<file path="src/ufc_pkg.sv">
package ufc_pkg;
   localparam logic [7:0] IDX_CTRL = 8'h98;
   localparam logic [7:0] IDX_DATA = 8'h99;
   localparam logic [7:0] IDX_MODE = 8'ha9;
   localparam logic [7:0] IDX_BAUD = 8'hac;
   localparam logic [11:0] A_CTRL = {2'h0, IDX_CTRL, 2'h0};
   localparam logic [11:0] A_DATA = {2'h0, IDX_DATA, 2'h0};
   localparam logic [11:0] A_MODE = {2'h0, IDX_MODE, 2'h0};
   localparam logic [11:0] A_BAUD = {2'h0, IDX_BAUD, 2'h0};
   localparam logic [7:0] MODE_RST = 8'h0c;
   localparam logic [7:0] CTRL_RST = 8'h20;
   localparam logic [15:0] BAUD_RST = 16'h0364;
   localparam logic [1:0] PT_ODD = 2'h0;
   localparam logic [1:0] PT_EVEN = 2'h1;
   localparam logic [1:0] PT_MARK = 2'h2;
   localparam logic [1:0] DL_5 = 2'h0;
   localparam logic [7:0] HI_MASK5 = 8'he0;
   localparam logic [2:0] LAST_BASE = 3'h4;
   localparam logic [2:0] HU_HALF = 3'h1;
   localparam logic [2:0] HU_BIT = 3'h2;
   localparam logic [2:0] HU_STOP15 = 3'h3;
   localparam logic [2:0] HU_STOP2 = 3'h4;
   localparam int FIFO_AW = 1;
   typedef struct packed {
      logic mce;
      logic [1:0] ptype;
      logic pe;
      logic [1:0] dlen;
      logic xbe;
      logic sbl;
   } ufc_mode_t;
   typedef struct packed {
      logic ovr;
      logic perr;
      logic thre;
      logic ren;
      logic tbx;
      logic rbx;
      logic ti;
      logic ri;
   } ufc_ctrl_t;
   typedef struct packed {
      logic perr;
      logic [7:0] data;
   } ufc_rx_t;
   typedef enum logic [4:0] {
      SER_IDLE = 5'h01,
      SER_START = 5'h02,
      SER_DATA = 5'h04,
      SER_XTRA = 5'h08,
      SER_STOP = 5'h10
   } ufc_ser_t;
endpackage

</file>
<file path="src/ufc_rx_fifo.sv">
`timescale 1ns/1ps
module ufc_rx_fifo (
   // clock and reset
   input wire logic pclk,
   input wire logic presetn,
   // write side
   input wire logic push,
   input wire ufc_pkg::ufc_rx_t push_data,
   output logic full,
   // read side
   input wire logic pop,
   output ufc_pkg::ufc_rx_t pop_data,
   output logic empty
);
   localparam int AW = ufc_pkg::FIFO_AW;
   localparam int DEPTH = 2 ** AW;
   ufc_pkg::ufc_rx_t mem_r [DEPTH];
   ufc_pkg::ufc_rx_t mem_nxt [DEPTH];
   ufc_pkg::ufc_rx_t pop_data_r, pop_data_nxt;
   logic [AW:0] wr_r, wr_nxt, rd_r, rd_nxt;

   assign empty = wr_r == rd_r;
   assign full = (wr_r[AW] != rd_r[AW]) && (wr_r[AW-1:0] == rd_r[AW-1:0]);
   assign pop_data = pop_data_r;

   always_comb begin
      mem_nxt = mem_r;
      wr_nxt = wr_r;
      rd_nxt = rd_r;
      pop_data_nxt = pop_data_r;
      if (push && !full) begin
         mem_nxt[wr_r[AW-1:0]] = push_data;
         wr_nxt = wr_r + 1'b1;
      end
      if (pop && !empty) begin
         pop_data_nxt = mem_r[rd_r[AW-1:0]];
         rd_nxt = rd_r + 1'b1;
      end
   end

   always_ff @(posedge pclk or negedge presetn) begin
      if (!presetn) begin
         mem_r <= '{default: '0};
         wr_r <= '0;
         rd_r <= '0;
         pop_data_r <= '0;
      end else begin
         mem_r <= mem_nxt;
         wr_r <= wr_nxt;
         rd_r <= rd_nxt;
         pop_data_r <= pop_data_nxt;
      end
   end
endmodule // ufc_rx_fifo

</file>
<file path="src/ufc_uart.sv">
`timescale 1ns/1ps
module ufc_uart (
   // clock and reset
   input wire logic pclk,
   input wire logic presetn,
   // apb slave
   input wire logic [11:0] paddr,
   input wire logic psel,
   input wire logic penable,
   input wire logic pwrite,
   input wire logic [31:0] pwdata,
   output logic [31:0] prdata,
   output logic pready,
   output logic pslverr,
   // serial line
   input wire logic rxd,
   output logic txd,
   // interrupt
   input wire logic uart_int_en,
   output logic uart_irq
);
   ufc_pkg::ufc_mode_t mode_r, mode_nxt;
   ufc_pkg::ufc_ctrl_t ctrl_r, ctrl_nxt, wctl;
   logic [15:0] baud_r, baud_nxt;
   logic [31:0] prdata_r, prdata_nxt;
   logic irq_r, irq_nxt;
   logic setup, wr_acc, rd_acc, mapped, buf_rd, tx_load;
   logic [14:0] half_m1;
   logic [2:0] last_bit, stop_units;
   logic has_x;
   // transmitter
   ufc_pkg::ufc_ser_t tx_st_r, tx_st_nxt;
   logic [7:0] tx_sh_r, tx_sh_nxt;
   logic [2:0] tx_bit_r, tx_bit_nxt, tx_u_r, tx_u_nxt, tx_tgt;
   logic [14:0] tx_h_r, tx_h_nxt;
   logic txd_r, txd_nxt, tx_tick, tx_done, tx_stop_evt, tx_xval;
   // receiver
   ufc_pkg::ufc_ser_t rx_st_r, rx_st_nxt;
   logic [7:0] rx_sh_r, rx_sh_nxt;
   logic [2:0] rx_bit_r, rx_bit_nxt, rx_u_r, rx_u_nxt, rx_tgt;
   logic [14:0] rx_h_r, rx_h_nxt;
   logic rx_x_r, rx_x_nxt, rx_tick, rx_done, rx_s1_r, rx_s2_r;
   logic rbx_val, rx_pass, rx_push, rx_ovr;
   // receive queue and latch
   ufc_pkg::ufc_rx_t rx_head, rx_entry;
   logic fifo_full, fifo_empty, pop, lat_v_r, lat_v_nxt, pop_q_r, pop_q_nxt;

   function automatic logic par_of(input logic [7:0] d, input ufc_pkg::ufc_mode_t m);
      logic [7:0] dm;
      dm = d & ~(ufc_pkg::HI_MASK5 << m.dlen);
      case (m.ptype)
         ufc_pkg::PT_ODD: par_of = ~^dm;
         ufc_pkg::PT_EVEN: par_of = ^dm;
         ufc_pkg::PT_MARK: par_of = 1'b1;
         default: par_of = 1'b0;
      endcase
   endfunction

   assign setup = psel && !penable;
   assign wr_acc = psel && penable && pwrite;
   assign rd_acc = psel && penable && !pwrite;
   assign mapped = (paddr == ufc_pkg::A_CTRL) || (paddr == ufc_pkg::A_DATA) ||
                   (paddr == ufc_pkg::A_MODE) || (paddr == ufc_pkg::A_BAUD);
   assign pready = 1'b1;
   assign pslverr = psel && penable && !mapped;
   assign prdata = prdata_r;
   assign txd = txd_r;
   assign uart_irq = irq_r;
   assign buf_rd = rd_acc && (paddr == ufc_pkg::A_DATA);
   assign tx_load = wr_acc && (paddr == ufc_pkg::A_DATA) && (tx_st_r == ufc_pkg::SER_IDLE);
   assign wctl = ufc_pkg::ufc_ctrl_t'(pwdata[7:0]);
   assign half_m1 = (baud_r[15:1] == 15'h0) ? 15'h0 : baud_r[15:1] - 15'h1;
   assign last_bit = ufc_pkg::LAST_BASE + {1'b0, mode_r.dlen};
   assign has_x = mode_r.xbe || mode_r.pe;
   assign stop_units = !mode_r.sbl ? ufc_pkg::HU_BIT :
                       (mode_r.dlen == ufc_pkg::DL_5) ? ufc_pkg::HU_STOP15 : ufc_pkg::HU_STOP2;
   assign tx_xval = mode_r.pe ? par_of(tx_sh_r, mode_r) : ctrl_r.tbx;

   // register file and flags
   always_comb begin
      mode_nxt = mode_r;
      ctrl_nxt = ctrl_r;
      baud_nxt = baud_r;
      prdata_nxt = prdata_r;
      if (setup) begin
         case (paddr)
            ufc_pkg::A_CTRL: prdata_nxt = {24'h0, ctrl_r};
            ufc_pkg::A_DATA: prdata_nxt = {24'h0, rx_head.data};
            ufc_pkg::A_MODE: prdata_nxt = {24'h0, mode_r};
            ufc_pkg::A_BAUD: prdata_nxt = {16'h0, baud_r};
            default: prdata_nxt = 32'h0;
         endcase
      end
      if (wr_acc) begin
         case (paddr)
            ufc_pkg::A_MODE: mode_nxt = ufc_pkg::ufc_mode_t'(pwdata[7:0]);
            ufc_pkg::A_BAUD: baud_nxt = pwdata[15:0];
            ufc_pkg::A_CTRL: begin
               ctrl_nxt = wctl;
               ctrl_nxt.thre = ctrl_r.thre;
            end
            default: ;
         endcase
      end
      ctrl_nxt.ri = ctrl_nxt.ri || !fifo_empty;
      if (tx_stop_evt) begin
         ctrl_nxt.ti = 1'b1;
      end
      if (rx_push) begin
         ctrl_nxt.ri = 1'b1;
      end
      if (rx_ovr) begin
         ctrl_nxt.ovr = 1'b1;
      end
      if (pop_q_r && rx_head.perr) begin
         ctrl_nxt.perr = 1'b1;
      end
      if (rx_done) begin
         ctrl_nxt.rbx = rbx_val;
      end
      ctrl_nxt.thre = (tx_st_nxt == ufc_pkg::SER_IDLE);
      irq_nxt = uart_int_en && (ctrl_nxt.ti || ctrl_nxt.ri);
   end

   always_ff @(posedge pclk or negedge presetn) begin
      if (!presetn) begin
         mode_r <= ufc_pkg::MODE_RST;
         ctrl_r <= ufc_pkg::CTRL_RST;
         baud_r <= ufc_pkg::BAUD_RST;
         prdata_r <= 32'h0;
         irq_r <= 1'b0;
      end else begin
         mode_r <= mode_nxt;
         ctrl_r <= ctrl_nxt;
         baud_r <= baud_nxt;
         prdata_r <= prdata_nxt;
         irq_r <= irq_nxt;
      end
   end

   // transmitter
   always_comb begin
      tx_st_nxt = tx_st_r;
      tx_sh_nxt = tx_sh_r;
      tx_bit_nxt = tx_bit_r;
      tx_h_nxt = tx_h_r;
      tx_u_nxt = tx_u_r;
      tx_stop_evt = 1'b0;
      tx_tgt = (tx_st_r == ufc_pkg::SER_STOP) ? stop_units : ufc_pkg::HU_BIT;
      tx_tick = tx_h_r == half_m1;
      tx_done = tx_tick && ((tx_u_r + 3'h1) == tx_tgt);
      if (tx_st_r != ufc_pkg::SER_IDLE) begin
         tx_h_nxt = tx_tick ? 15'h0 : tx_h_r + 15'h1;
         tx_u_nxt = tx_done ? 3'h0 : (tx_tick ? tx_u_r + 3'h1 : tx_u_r);
      end
      case (tx_st_r)
         ufc_pkg::SER_IDLE: begin
            if (tx_load) begin
               tx_st_nxt = ufc_pkg::SER_START;
               tx_sh_nxt = pwdata[7:0];
               tx_bit_nxt = 3'h0;
               tx_h_nxt = 15'h0;
               tx_u_nxt = 3'h0;
            end
         end
         ufc_pkg::SER_START: begin
            if (tx_done) begin
               tx_st_nxt = ufc_pkg::SER_DATA;
            end
         end
         ufc_pkg::SER_DATA: begin
            if (tx_done) begin
               if (tx_bit_r == last_bit) begin
                  if (has_x) begin
                     tx_st_nxt = ufc_pkg::SER_XTRA;
                  end else begin
                     tx_st_nxt = ufc_pkg::SER_STOP;
                     tx_stop_evt = 1'b1;
                  end
               end else begin
                  tx_bit_nxt = tx_bit_r + 3'h1;
               end
            end
         end
         ufc_pkg::SER_XTRA: begin
            if (tx_done) begin
               tx_st_nxt = ufc_pkg::SER_STOP;
               tx_stop_evt = 1'b1;
            end
         end
         ufc_pkg::SER_STOP: begin
            if (tx_done) begin
               tx_st_nxt = ufc_pkg::SER_IDLE;
            end
         end
         default: tx_st_nxt = ufc_pkg::SER_IDLE;
      endcase
      case (tx_st_nxt)
         ufc_pkg::SER_START: txd_nxt = 1'b0;
         ufc_pkg::SER_DATA: txd_nxt = tx_sh_nxt[tx_bit_nxt];
         ufc_pkg::SER_XTRA: txd_nxt = tx_xval;
         default: txd_nxt = 1'b1;
      endcase
   end

   always_ff @(posedge pclk or negedge presetn) begin
      if (!presetn) begin
         tx_st_r <= ufc_pkg::SER_IDLE;
         tx_sh_r <= 8'h0;
         tx_bit_r <= 3'h0;
         tx_h_r <= 15'h0;
         tx_u_r <= 3'h0;
         txd_r <= 1'b1;
      end else begin
         tx_st_r <= tx_st_nxt;
         tx_sh_r <= tx_sh_nxt;
         tx_bit_r <= tx_bit_nxt;
         tx_h_r <= tx_h_nxt;
         tx_u_r <= tx_u_nxt;
         txd_r <= txd_nxt;
      end
   end

   // receiver; rx_s2_r is the synchronised line
   assign rbx_val = mode_r.xbe ? rx_x_r : rx_s2_r;
   assign rx_pass = rx_s2_r && (!mode_r.mce || rbx_val);
   assign rx_push = rx_done && rx_pass && !fifo_full;
   assign rx_ovr = rx_done && rx_pass && fifo_full;

   always_comb begin
      rx_st_nxt = rx_st_r;
      rx_sh_nxt = rx_sh_r;
      rx_bit_nxt = rx_bit_r;
      rx_h_nxt = rx_h_r;
      rx_u_nxt = rx_u_r;
      rx_x_nxt = rx_x_r;
      rx_done = 1'b0;
      rx_tgt = (rx_st_r == ufc_pkg::SER_START) ? ufc_pkg::HU_HALF : ufc_pkg::HU_BIT;
      rx_tick = rx_h_r == half_m1;
      if (rx_st_r != ufc_pkg::SER_IDLE) begin
         rx_h_nxt = rx_tick ? 15'h0 : rx_h_r + 15'h1;
         rx_u_nxt = (rx_tick && ((rx_u_r + 3'h1) == rx_tgt)) ? 3'h0 : (rx_tick ? rx_u_r + 3'h1 : rx_u_r);
      end
      case (rx_st_r)
         ufc_pkg::SER_IDLE: begin
            if (ctrl_r.ren && !rx_s2_r) begin
               rx_st_nxt = ufc_pkg::SER_START;
               rx_sh_nxt = 8'h0;
               rx_bit_nxt = 3'h0;
               rx_h_nxt = 15'h0;
               rx_u_nxt = 3'h0;
            end
         end
         ufc_pkg::SER_START: begin
            if (rx_tick && ((rx_u_r + 3'h1) == rx_tgt)) begin
               rx_st_nxt = rx_s2_r ? ufc_pkg::SER_IDLE : ufc_pkg::SER_DATA;
            end
         end
         ufc_pkg::SER_DATA: begin
            if (rx_tick && ((rx_u_r + 3'h1) == rx_tgt)) begin
               rx_sh_nxt[rx_bit_r] = rx_s2_r;
               rx_bit_nxt = rx_bit_r + 3'h1;
               if (rx_bit_r == last_bit) begin
                  rx_st_nxt = has_x ? ufc_pkg::SER_XTRA : ufc_pkg::SER_STOP;
               end
            end
         end
         ufc_pkg::SER_XTRA: begin
            if (rx_tick && ((rx_u_r + 3'h1) == rx_tgt)) begin
               rx_x_nxt = rx_s2_r;
               rx_st_nxt = ufc_pkg::SER_STOP;
            end
         end
         ufc_pkg::SER_STOP: begin
            if (rx_tick && ((rx_u_r + 3'h1) == rx_tgt)) begin
               rx_done = 1'b1;
               rx_st_nxt = ufc_pkg::SER_IDLE;
            end
         end
         default: rx_st_nxt = ufc_pkg::SER_IDLE;
      endcase
   end

   always_ff @(posedge pclk or negedge presetn) begin
      if (!presetn) begin
         rx_st_r <= ufc_pkg::SER_IDLE;
         rx_sh_r <= 8'h0;
         rx_bit_r <= 3'h0;
         rx_h_r <= 15'h0;
         rx_u_r <= 3'h0;
         rx_x_r <= 1'b0;
         rx_s1_r <= 1'b1;
         rx_s2_r <= 1'b1;
      end else begin
         rx_st_r <= rx_st_nxt;
         rx_sh_r <= rx_sh_nxt;
         rx_bit_r <= rx_bit_nxt;
         rx_h_r <= rx_h_nxt;
         rx_u_r <= rx_u_nxt;
         rx_x_r <= rx_x_nxt;
         rx_s1_r <= rxd;
         rx_s2_r <= rx_s1_r;
      end
   end

   // queue to latch; latch refills after a buffer read
   assign pop = !fifo_empty && (!lat_v_r || buf_rd);

   always_comb begin
      pop_q_nxt = pop;
      lat_v_nxt = lat_v_r;
      if (pop) begin
         lat_v_nxt = 1'b1;
      end else if (buf_rd) begin
         lat_v_nxt = 1'b0;
      end
   end

   always_ff @(posedge pclk or negedge presetn) begin
      if (!presetn) begin
         pop_q_r <= 1'b0;
         lat_v_r <= 1'b0;
      end else begin
         pop_q_r <= pop_q_nxt;
         lat_v_r <= lat_v_nxt;
      end
   end

   assign rx_entry.perr = mode_r.pe && (rx_x_r != par_of(rx_sh_r, mode_r));
   assign rx_entry.data = rx_sh_r;

   ufc_rx_fifo u_rx_fifo (
      .pclk(pclk),
      .presetn(presetn),
      .push(rx_push),
      .push_data(rx_entry),
      .full(fifo_full),
      .pop(pop),
      .pop_data(rx_head),
      .empty(fifo_empty)
   );
endmodule // ufc_uart

</file>
<file path="config.mk">
export PLATFORM = sky130hd
export DESIGN_NAME = ufc_uart
export DESIGN_NICKNAME = d
export VERILOG_FILES = /design/src/ufc_pkg.sv /design/src/ufc_rx_fifo.sv /design/src/ufc_uart.sv
export SDC_FILE = /design/constraint.sdc
export NUM_CORES = 1
export LEC_CHECK = 0
export ABC_AREA = 1
export BUFFER_PORTS_ARGS = -buffer_cell sky130_fd_sc_hd__buf_4
export CAP_MARGIN = 40
export CORE_ASPECT_RATIO = 2
export CORE_MARGIN = 5
export CORE_UTILIZATION = 45
export DETAILED_ROUTE_END_ITERATION = 10
export GPL_ROUTABILITY_DRIVEN = 0
export SETUP_SLACK_MARGIN = 0.2
export SYNTH_ARGS = -nofsm -noshare
export SYNTH_HDL_FRONTEND = slang
export SYNTH_SLANG_ARGS = --single-unit
</file>
<file path="constraint.sdc">
create_clock -name pclk -period 3.59 [get_ports pclk]
set_input_delay 0.5385 -clock pclk [delete_from_list [all_inputs] [get_ports pclk]]
set_output_delay 0.5385 -clock pclk [all_outputs]
set_load 0.02 [all_outputs]
</file>
==> results.toml, run 1 <==
[run_status]
status = "complete, no violations"

[power]
leakage_nw = 5.33
totalPowerFinal_mw = 4.51
peakVddDrop_mv = 0.318
p_per_area_nw_per_um2 = 430

[drt]
detail_route.iter0.violations = 405
routed-via-count = 8142
drt_pre_antenna_iters = 5
final_antenna_net_count = 0
drc = 0
drt-wirelength-per-cell_um = 16.6
totalWireLength_mm = 25.7
detail_route.vias_per_cell = 5.25

[global_route]
overflow = 0
use_met2_pct = 44.1
grt_pass1_vias = 8181
grtUsageMet1_pct = 21.7
met3_track_demand_over_resource_in_global_routing_pct = 3.01
global_route.peak_usage_layer = "met2"
antenna_found_initial = 0
grt_pass1_wl_mm = 41.2
grt_usage_pct = 22.4
grt_start_max_net_pins = 82

[timing]
timing.final.setup_violations = 0
hold_violations_final = 0
timing.hold.ws_ns = 0.122
worst_clock_skew_ns = 0.0113
timing.setup.tns_ns = 0
drv_slew = 0
maxSlewHeadroom_pct = 43.7
achievable-frequency_mhz = 321
period_needed_ns = 3.12
share_of_the_clock_period_used_by_the_worst_path_after_layout_pct = 86.8
rsz0062_at_grt = "false"
worst-slew-pin-transition_ns = 0.837

[cells_and_area]
post_route_cells_drive_above_1_share_pct = 15.3
num-fill-cells = 1997
finalNetCount = 1334
area_growth_syn_to_layout_pct = 15.3
number_of_antenna_repair_diodes = 0
most-common-layout-cells = "sky130_fd_sc_hd__nand2_1 (275), sky130_fd_sc_hd__inv_1 (172), sky130_fd_sc_hd__dfrtp_1 (141), sky130_fd_sc_hd__o21ai_0 (124), sky130_fd_sc_hd__nor2_1 (95)"
most_common_library_cell_in_the_layout_ignoring_fill_and_taps = "sky130_fd_sc_hd__nand2_1"

[cts]
insertion_delay_ns = 0.44
clk_transition_reported_paths_ns = 0.06
htree_num_levels = 4
clock_sink_count = 154
post_cts.repair.setup_buffers = 0
clock_tree.buffer_depth = 2
cell_at_the_root_of_the_clock_tree = "sky130_fd_sc_hd__clkbuf_16"
tritoncts_clock_tree = "built"
cts-buffers-inserted = 17

[place]
numPortBuffers = 53
dp.final_hpwl_mm = 20.2

[die]
start_util_pct = 45.6
floorplan_core_area_um2 = 19900
fp.dieArea_um2 = 23300
fp.dieW_um = 110
floorplan.die.height_um = 211
num_rows = 73
io_pins = 87

[critical_path]
critPathMaxFanout = 29
crit_required_ns = 3.95
critPathKind = "reg -> reg"
critical_path.endpoint_type = "register"
reg2regPathDepth = 20
cp-start-kind = "register"
arrival_ns = 3.47

[synth]
synthesis.area_um2 = 9080
synth.ff_latch_count = 154
netlist-cell-type-count = 53
async_reset_ff_share_pct = 100
yosysSeqAreaShare_pct = 42.6
synth_warnings = 0
post_synth.cell_area_avg_um2 = 7.59
synth_enable_flop_cells = 0
yosys_most_used_dff = "sky130_fd_sc_hd__dfrtp_1"
syn-instance-count = 1197

[flow_run]
max_cap_violations = 0

[hold_path]
hold_path.class = "in -> async"
==> synth_stat cells, types with 10 or more instances <==
master	instances	area, um^2
sky130_fd_sc_hd__dfrtp_1	141	3530
sky130_fd_sc_hd__clkbuf_1	16	60.1
sky130_fd_sc_hd__nor3_1	25	125
sky130_fd_sc_hd__nand3_1	81	405
sky130_fd_sc_hd__xor2_1	26	228
sky130_fd_sc_hd__a21oi_1	11	55.1
sky130_fd_sc_hd__o21ai_0	125	626
sky130_fd_sc_hd__nor2_1	95	357
sky130_fd_sc_hd__inv_1	173	649
sky130_fd_sc_hd__nand4_1	34	213
sky130_fd_sc_hd__buf_4	17	128
sky130_fd_sc_hd__nand3b_1	10	75.1
sky130_fd_sc_hd__nor4_1	12	75.1
sky130_fd_sc_hd__dfstp_2	13	342
sky130_fd_sc_hd__a31oi_1	11	68.8
sky130_fd_sc_hd__nand2_1	275	1030
==> worst max-delay path: stages (launching register included) <==
cell and delay [ns]:
sky130_fd_sc_hd__dfstp_2 0.55, sky130_fd_sc_hd__inv_1 0.06, sky130_fd_sc_hd__ha_2 0.20, sky130_fd_sc_hd__nand3_2 0.12
sky130_fd_sc_hd__nor2_4 0.07, sky130_fd_sc_hd__nand2_8 0.18, sky130_fd_sc_hd__nand3_2 0.18, sky130_fd_sc_hd__nand2_1 0.12
sky130_fd_sc_hd__nand2_1 0.08, sky130_fd_sc_hd__nor2_1 0.12, sky130_fd_sc_hd__nand2_1 0.06, sky130_fd_sc_hd__nor2_1 0.21
sky130_fd_sc_hd__nand3_1 0.25, sky130_fd_sc_hd__nand2_1 0.11, sky130_fd_sc_hd__nand3_1 0.15, sky130_fd_sc_hd__nand2_1 0.18
sky130_fd_sc_hd__nand2_1 0.07, sky130_fd_sc_hd__nand3_1 0.10, sky130_fd_sc_hd__nand3_1 0.08, sky130_fd_sc_hd__nand3_1 0.08
sky130_fd_sc_hd__nand2_1 0.08
==> what timing repair did <==
item | CTS | global route
endpoints found under the setup margin | 0 | 54
gates resized for setup | 0 | 6
hold buffers | 0 | 0
==> per-layer routing <==
layer	wire [um]	vias up
met5	0	-
met4	1460	0
met3	610	71
met2	14600	159
met1	9030	3875
li1	-	4037
==> cell type report <==
| class | count | area (um^2) | share of cell area (%) |
|---|---|---|---|
| repair inverters | 1 | 5.00 | 0.0478 |
| multi-input cells | 838 | 4370 | 41.7 |
| well taps | 262 | 328 | 3.13 |
| clock inverters | 11 | 124 | 1.18 |
| inverters | 181 | 681 | 6.50 |
| repair buffers | 83 | 652 | 6.23 |
| flip-flops and latches | 154 | 3870 | 37.0 |
| clock buffers | 20 | 447 | 4.27 |
==> final timing paths <==
kind | startpoint | endpoint | slack, ns
max in group asynchronous | presetn | u_rx_fifo.mem_r[10] | 2.61
min in group pclk | rxd | rx_s1_r | 0.21
max reg2reg | baud_r[2] | txd | 0.47
min | presetn | prdata[8] | 0.12
min reg2reg | rx_s1_r | rx_s2_r | 0.35
max | baud_r[2] | txd | 0.47
==> power by group <==
| group | switching [mW] | leakage [nW] | internal (mW) |
|---|---|---|---|
| Clock | 0.752 | 0.273 | 1.04 |
| Combinational | 0.529 | 3.01 | 0.296 |
| Sequential | 0.0723 | 2.05 | 1.82 |
==> registers in the layout, indices dropped and copies added, names as in the netlist, 2 cells and up <==
name                flops
tx_st_r                 5
rx_st_r                 5
tx_u_r                  3
rx_sh_r                 8
mode_r                  8
rx_bit_r                3
rx_h_r                 15
ctrl_r                  8
prdata                 16
rx_u_r                  3
tx_h_r                 15
u_rx_fifo.rd_r          2
tx_sh_r                 8
tx_bit_r                3
u_rx_fifo.mem_r        18
u_rx_fifo.wr_r          2
baud_r                 16
u_rx_fifo.pop_data      9
==> cell families (layout without fill, tap and decap cells) <==
kind of cell / after synthesis / count (layout) / share of synthesized area, %
simple gates: 579 / 579 / 29.3
buf+inv: 220 / 296 / 10.2
compound gates: 193 / 193 / 12.3
flops: 154 / 154 / 42.6
xor+xnor: 34 / 34 / 3.44
mux: 8 / 8 / 0.992
fa+ha+maj: 7 / 7 / 0.964
other cells: 2 / 17 / 0.0827
==> stage by stage <==
step | util (%) | setup slack [ns] | instance area [um^2] | std cells
detailed placement | 49.6 | 0.287 | 9870 | 1518
floorplan | - | 0.776 | 9140 | 1212
global route | 52.6 | 0.218 | 10500 | 1550
finish | 52.6 | 0.474 | 10500 | 1550
CTS | 52.5 | 0.258 | 10400 | 1549
global placement | 49.6 | 0.291 | 9870 | 1517
Note: power is estimated with default switching activity, not from simulation.
==> run 2: changes to the inputs <==
--- a/config.mk
+++ b/config.mk
@@ -8,12 +8,10 @@
 export ABC_AREA = 1
 export BUFFER_PORTS_ARGS = -buffer_cell sky130_fd_sc_hd__buf_4
 export CAP_MARGIN = 40
-export CORE_ASPECT_RATIO = 2
 export CORE_MARGIN = 5
 export CORE_UTILIZATION = 45
 export DETAILED_ROUTE_END_ITERATION = 10
 export GPL_ROUTABILITY_DRIVEN = 0
-export SETUP_SLACK_MARGIN = 0.2
 export SYNTH_ARGS = -nofsm -noshare
 export SYNTH_HDL_FRONTEND = slang
 export SYNTH_SLANG_ARGS = --single-unit
==> results.toml, run 2 (synthesis results as in run 1) <==
[timing]
maxSlewHeadroom_pct = 44.5
achievable-frequency_mhz = 304
hold_violations_final = 0
timing.final.ws_setup_ns = 0.297
period_needed_ns = 3.29
drv_slew = 0
share_of_the_clock_period_used_by_the_worst_path_after_layout_pct = 91.7
worst_clock_skew_ns = 0.0133
worst-slew-pin-transition_ns = 0.830
timing.final.setup_violations = 0
timing.setup.tns_ns = 0

[cts]
tritoncts_clock_tree = "built"
post_cts.resized_instances = 0
clock_tree.buffer_depth = 2
cts-buffers-inserted = 17
clk_transition_reported_paths_ns = 0.07
insertion_delay_ns = 0.44
ctsHoldBuffers = 0
post_cts.repair.setup_buffers = 0
htree_num_levels = 4
clock_sink_count = 154
cell_at_the_root_of_the_clock_tree = "sky130_fd_sc_hd__clkbuf_16"

[run_status]
status = "complete, no violations"

[die]
start_util_pct = 45.3
floorplan_core_area_um2 = 20000
num_rows = 52
fp.dieW_um = 152
floorplan.die.height_um = 152
io_pins = 87
fp.dieArea_um2 = 23100

[cells_and_area]
largest_register_ffs = 18
final_area_um2 = 10400
most_common_library_cell_in_the_layout_ignoring_fill_and_taps = "sky130_fd_sc_hd__nand2_1"
post_route_cells_drive_above_1_share_pct = 14.4
regMostFlops = "u_rx_fifo.mem_r"
number_of_antenna_repair_diodes = 0
finalNetCount = 1323
area_growth_syn_to_layout_pct = 14.5
final_cells = 1548
most-common-layout-cells = "sky130_fd_sc_hd__nand2_1 (275), sky130_fd_sc_hd__inv_1 (173), sky130_fd_sc_hd__dfrtp_1 (141), sky130_fd_sc_hd__o21ai_0 (124), sky130_fd_sc_hd__nor2_1 (95)"

[critical_path]
startpoint = "baud_r[1]"
worstReg2RegStart = "baud_r[1]"
critPathKind = "reg -> reg"
cp-start-kind = "register"
arrival_ns = 3.65
r2r-end = "txd"
critPathMaxFanout = 30
crit_required_ns = 3.95
reg2regPathDepth = 19
reg2reg_setup_slack_ns = 0.30
critical_path.endpoint_type = "register"

[drt]
detail_route.iter0.violations = 458
final_antenna_net_count = 0
drt_pre_antenna_iters = 5
detail_route.vias_per_cell = 5.10
routed-via-count = 7896
totalWireLength_mm = 23.4
drt-wirelength-per-cell_um = 15.1
drc = 0

[place]
placedInstanceArea_um2 = 9810
numPortBuffers = 53
placedCellCount = 1516
place_ws_ns = 0.247
dp.final_hpwl_mm = 17.6

[global_route]
overflow = 0
grt_pass1_vias = 7570
antenna_found_initial = 0
grt_start_max_net_pins = 72
grt_pass1_wl_mm = 39.6
grt_usage_pct = 20.9

[flow_run]
max_cap_violations = 0

[power]
leakage_nw = 5.29
peakVddDrop_mv = 0.344
p_per_area_nw_per_um2 = 432

[hold_path]
hold_path.class = "in -> async"
run 2: changes by cell type in the layout (fill, tap and decap cells not counted), sizes merged:
cell / before / now
buf: 83 / 72
inv: 179 / 184
clkinvlp: 4 / 1
bufinv: 2 / 0
clkbuf: 20 / 18
clkinv: 8 / 10
clkdlybuf4s18: 0 / 1
run 2: cell type report:
class,instances,area [um^2]
fill,1981,9640
timing repair buffer,73,579
multi-input combinational,838,4350
tap,270,338
clock buffer,18,439
clock inverter,14,149
sequential,154,3870
inverter,181,681
run 2: worst max path at each step:
stage               slack, ns                   to  cells after the start
detailed placement       0.25                  txd                     18
global placement         0.27                  txd                     18
finish                   0.30                  txd                     19
global route           -0.003           rx_sh_r[5]                     18
floorplan                0.78  u_rx_fifo.mem_r[17]                     20
CTS                      0.23                  txd                     18
run 2: routing by layer:
layer / wire (um) / up-vias / global-route usage (%)
met5: 0 / - / 0
met4: 609 / 0 / 6.89
met3: 894 / 33 / 3.53
met2: 10800 / 168 / 32.9
met1: 11100 / 3674 / 29.5
li1: - / 4021 / -
run 2: power breakdown:
part	internal (mW)	switching, mW
logic	0.281	0.528
clock network	0.944	0.850
registers	1.82	0.0754
run 2: stage by stage:
step | total power, mW | utilization [%] | hold slack [ns]
floorplan | 2.48 | - | 0.243
CTS | 4.53 | 51.9 | 0.136
global placement | 2.71 | 48.9 | 0.348
detailed placement | 2.73 | 48.9 | 0.347
finish | 4.50 | 51.9 | 0.101
global route | 4.74 | 51.9 | 0.160
run 2: worst max-delay path, stage by stage, from the launching register on:
cell	delay (ns)
sky130_fd_sc_hd__dfrtp_1	0.40
sky130_fd_sc_hd__inv_2	0.12
sky130_fd_sc_hd__ha_1	0.25
sky130_fd_sc_hd__nand3_2	0.14
sky130_fd_sc_hd__nor2_4	0.19
sky130_fd_sc_hd__nand2_8	0.17
sky130_fd_sc_hd__nand2_2	0.15
sky130_fd_sc_hd__nand2_1	0.07
sky130_fd_sc_hd__nand2_1	0.12
sky130_fd_sc_hd__nand3_1	0.08
sky130_fd_sc_hd__nor2_1	0.10
sky130_fd_sc_hd__nand2_1	0.06
sky130_fd_sc_hd__nor2_1	0.17
sky130_fd_sc_hd__nand3_1	0.12
sky130_fd_sc_hd__inv_1	0.14
sky130_fd_sc_hd__nand2_1	0.11
sky130_fd_sc_hd__o31ai_1	0.42
sky130_fd_sc_hd__o211ai_1	0.21
sky130_fd_sc_hd__nand2_1	0.11
sky130_fd_sc_hd__nand2_1	0.08
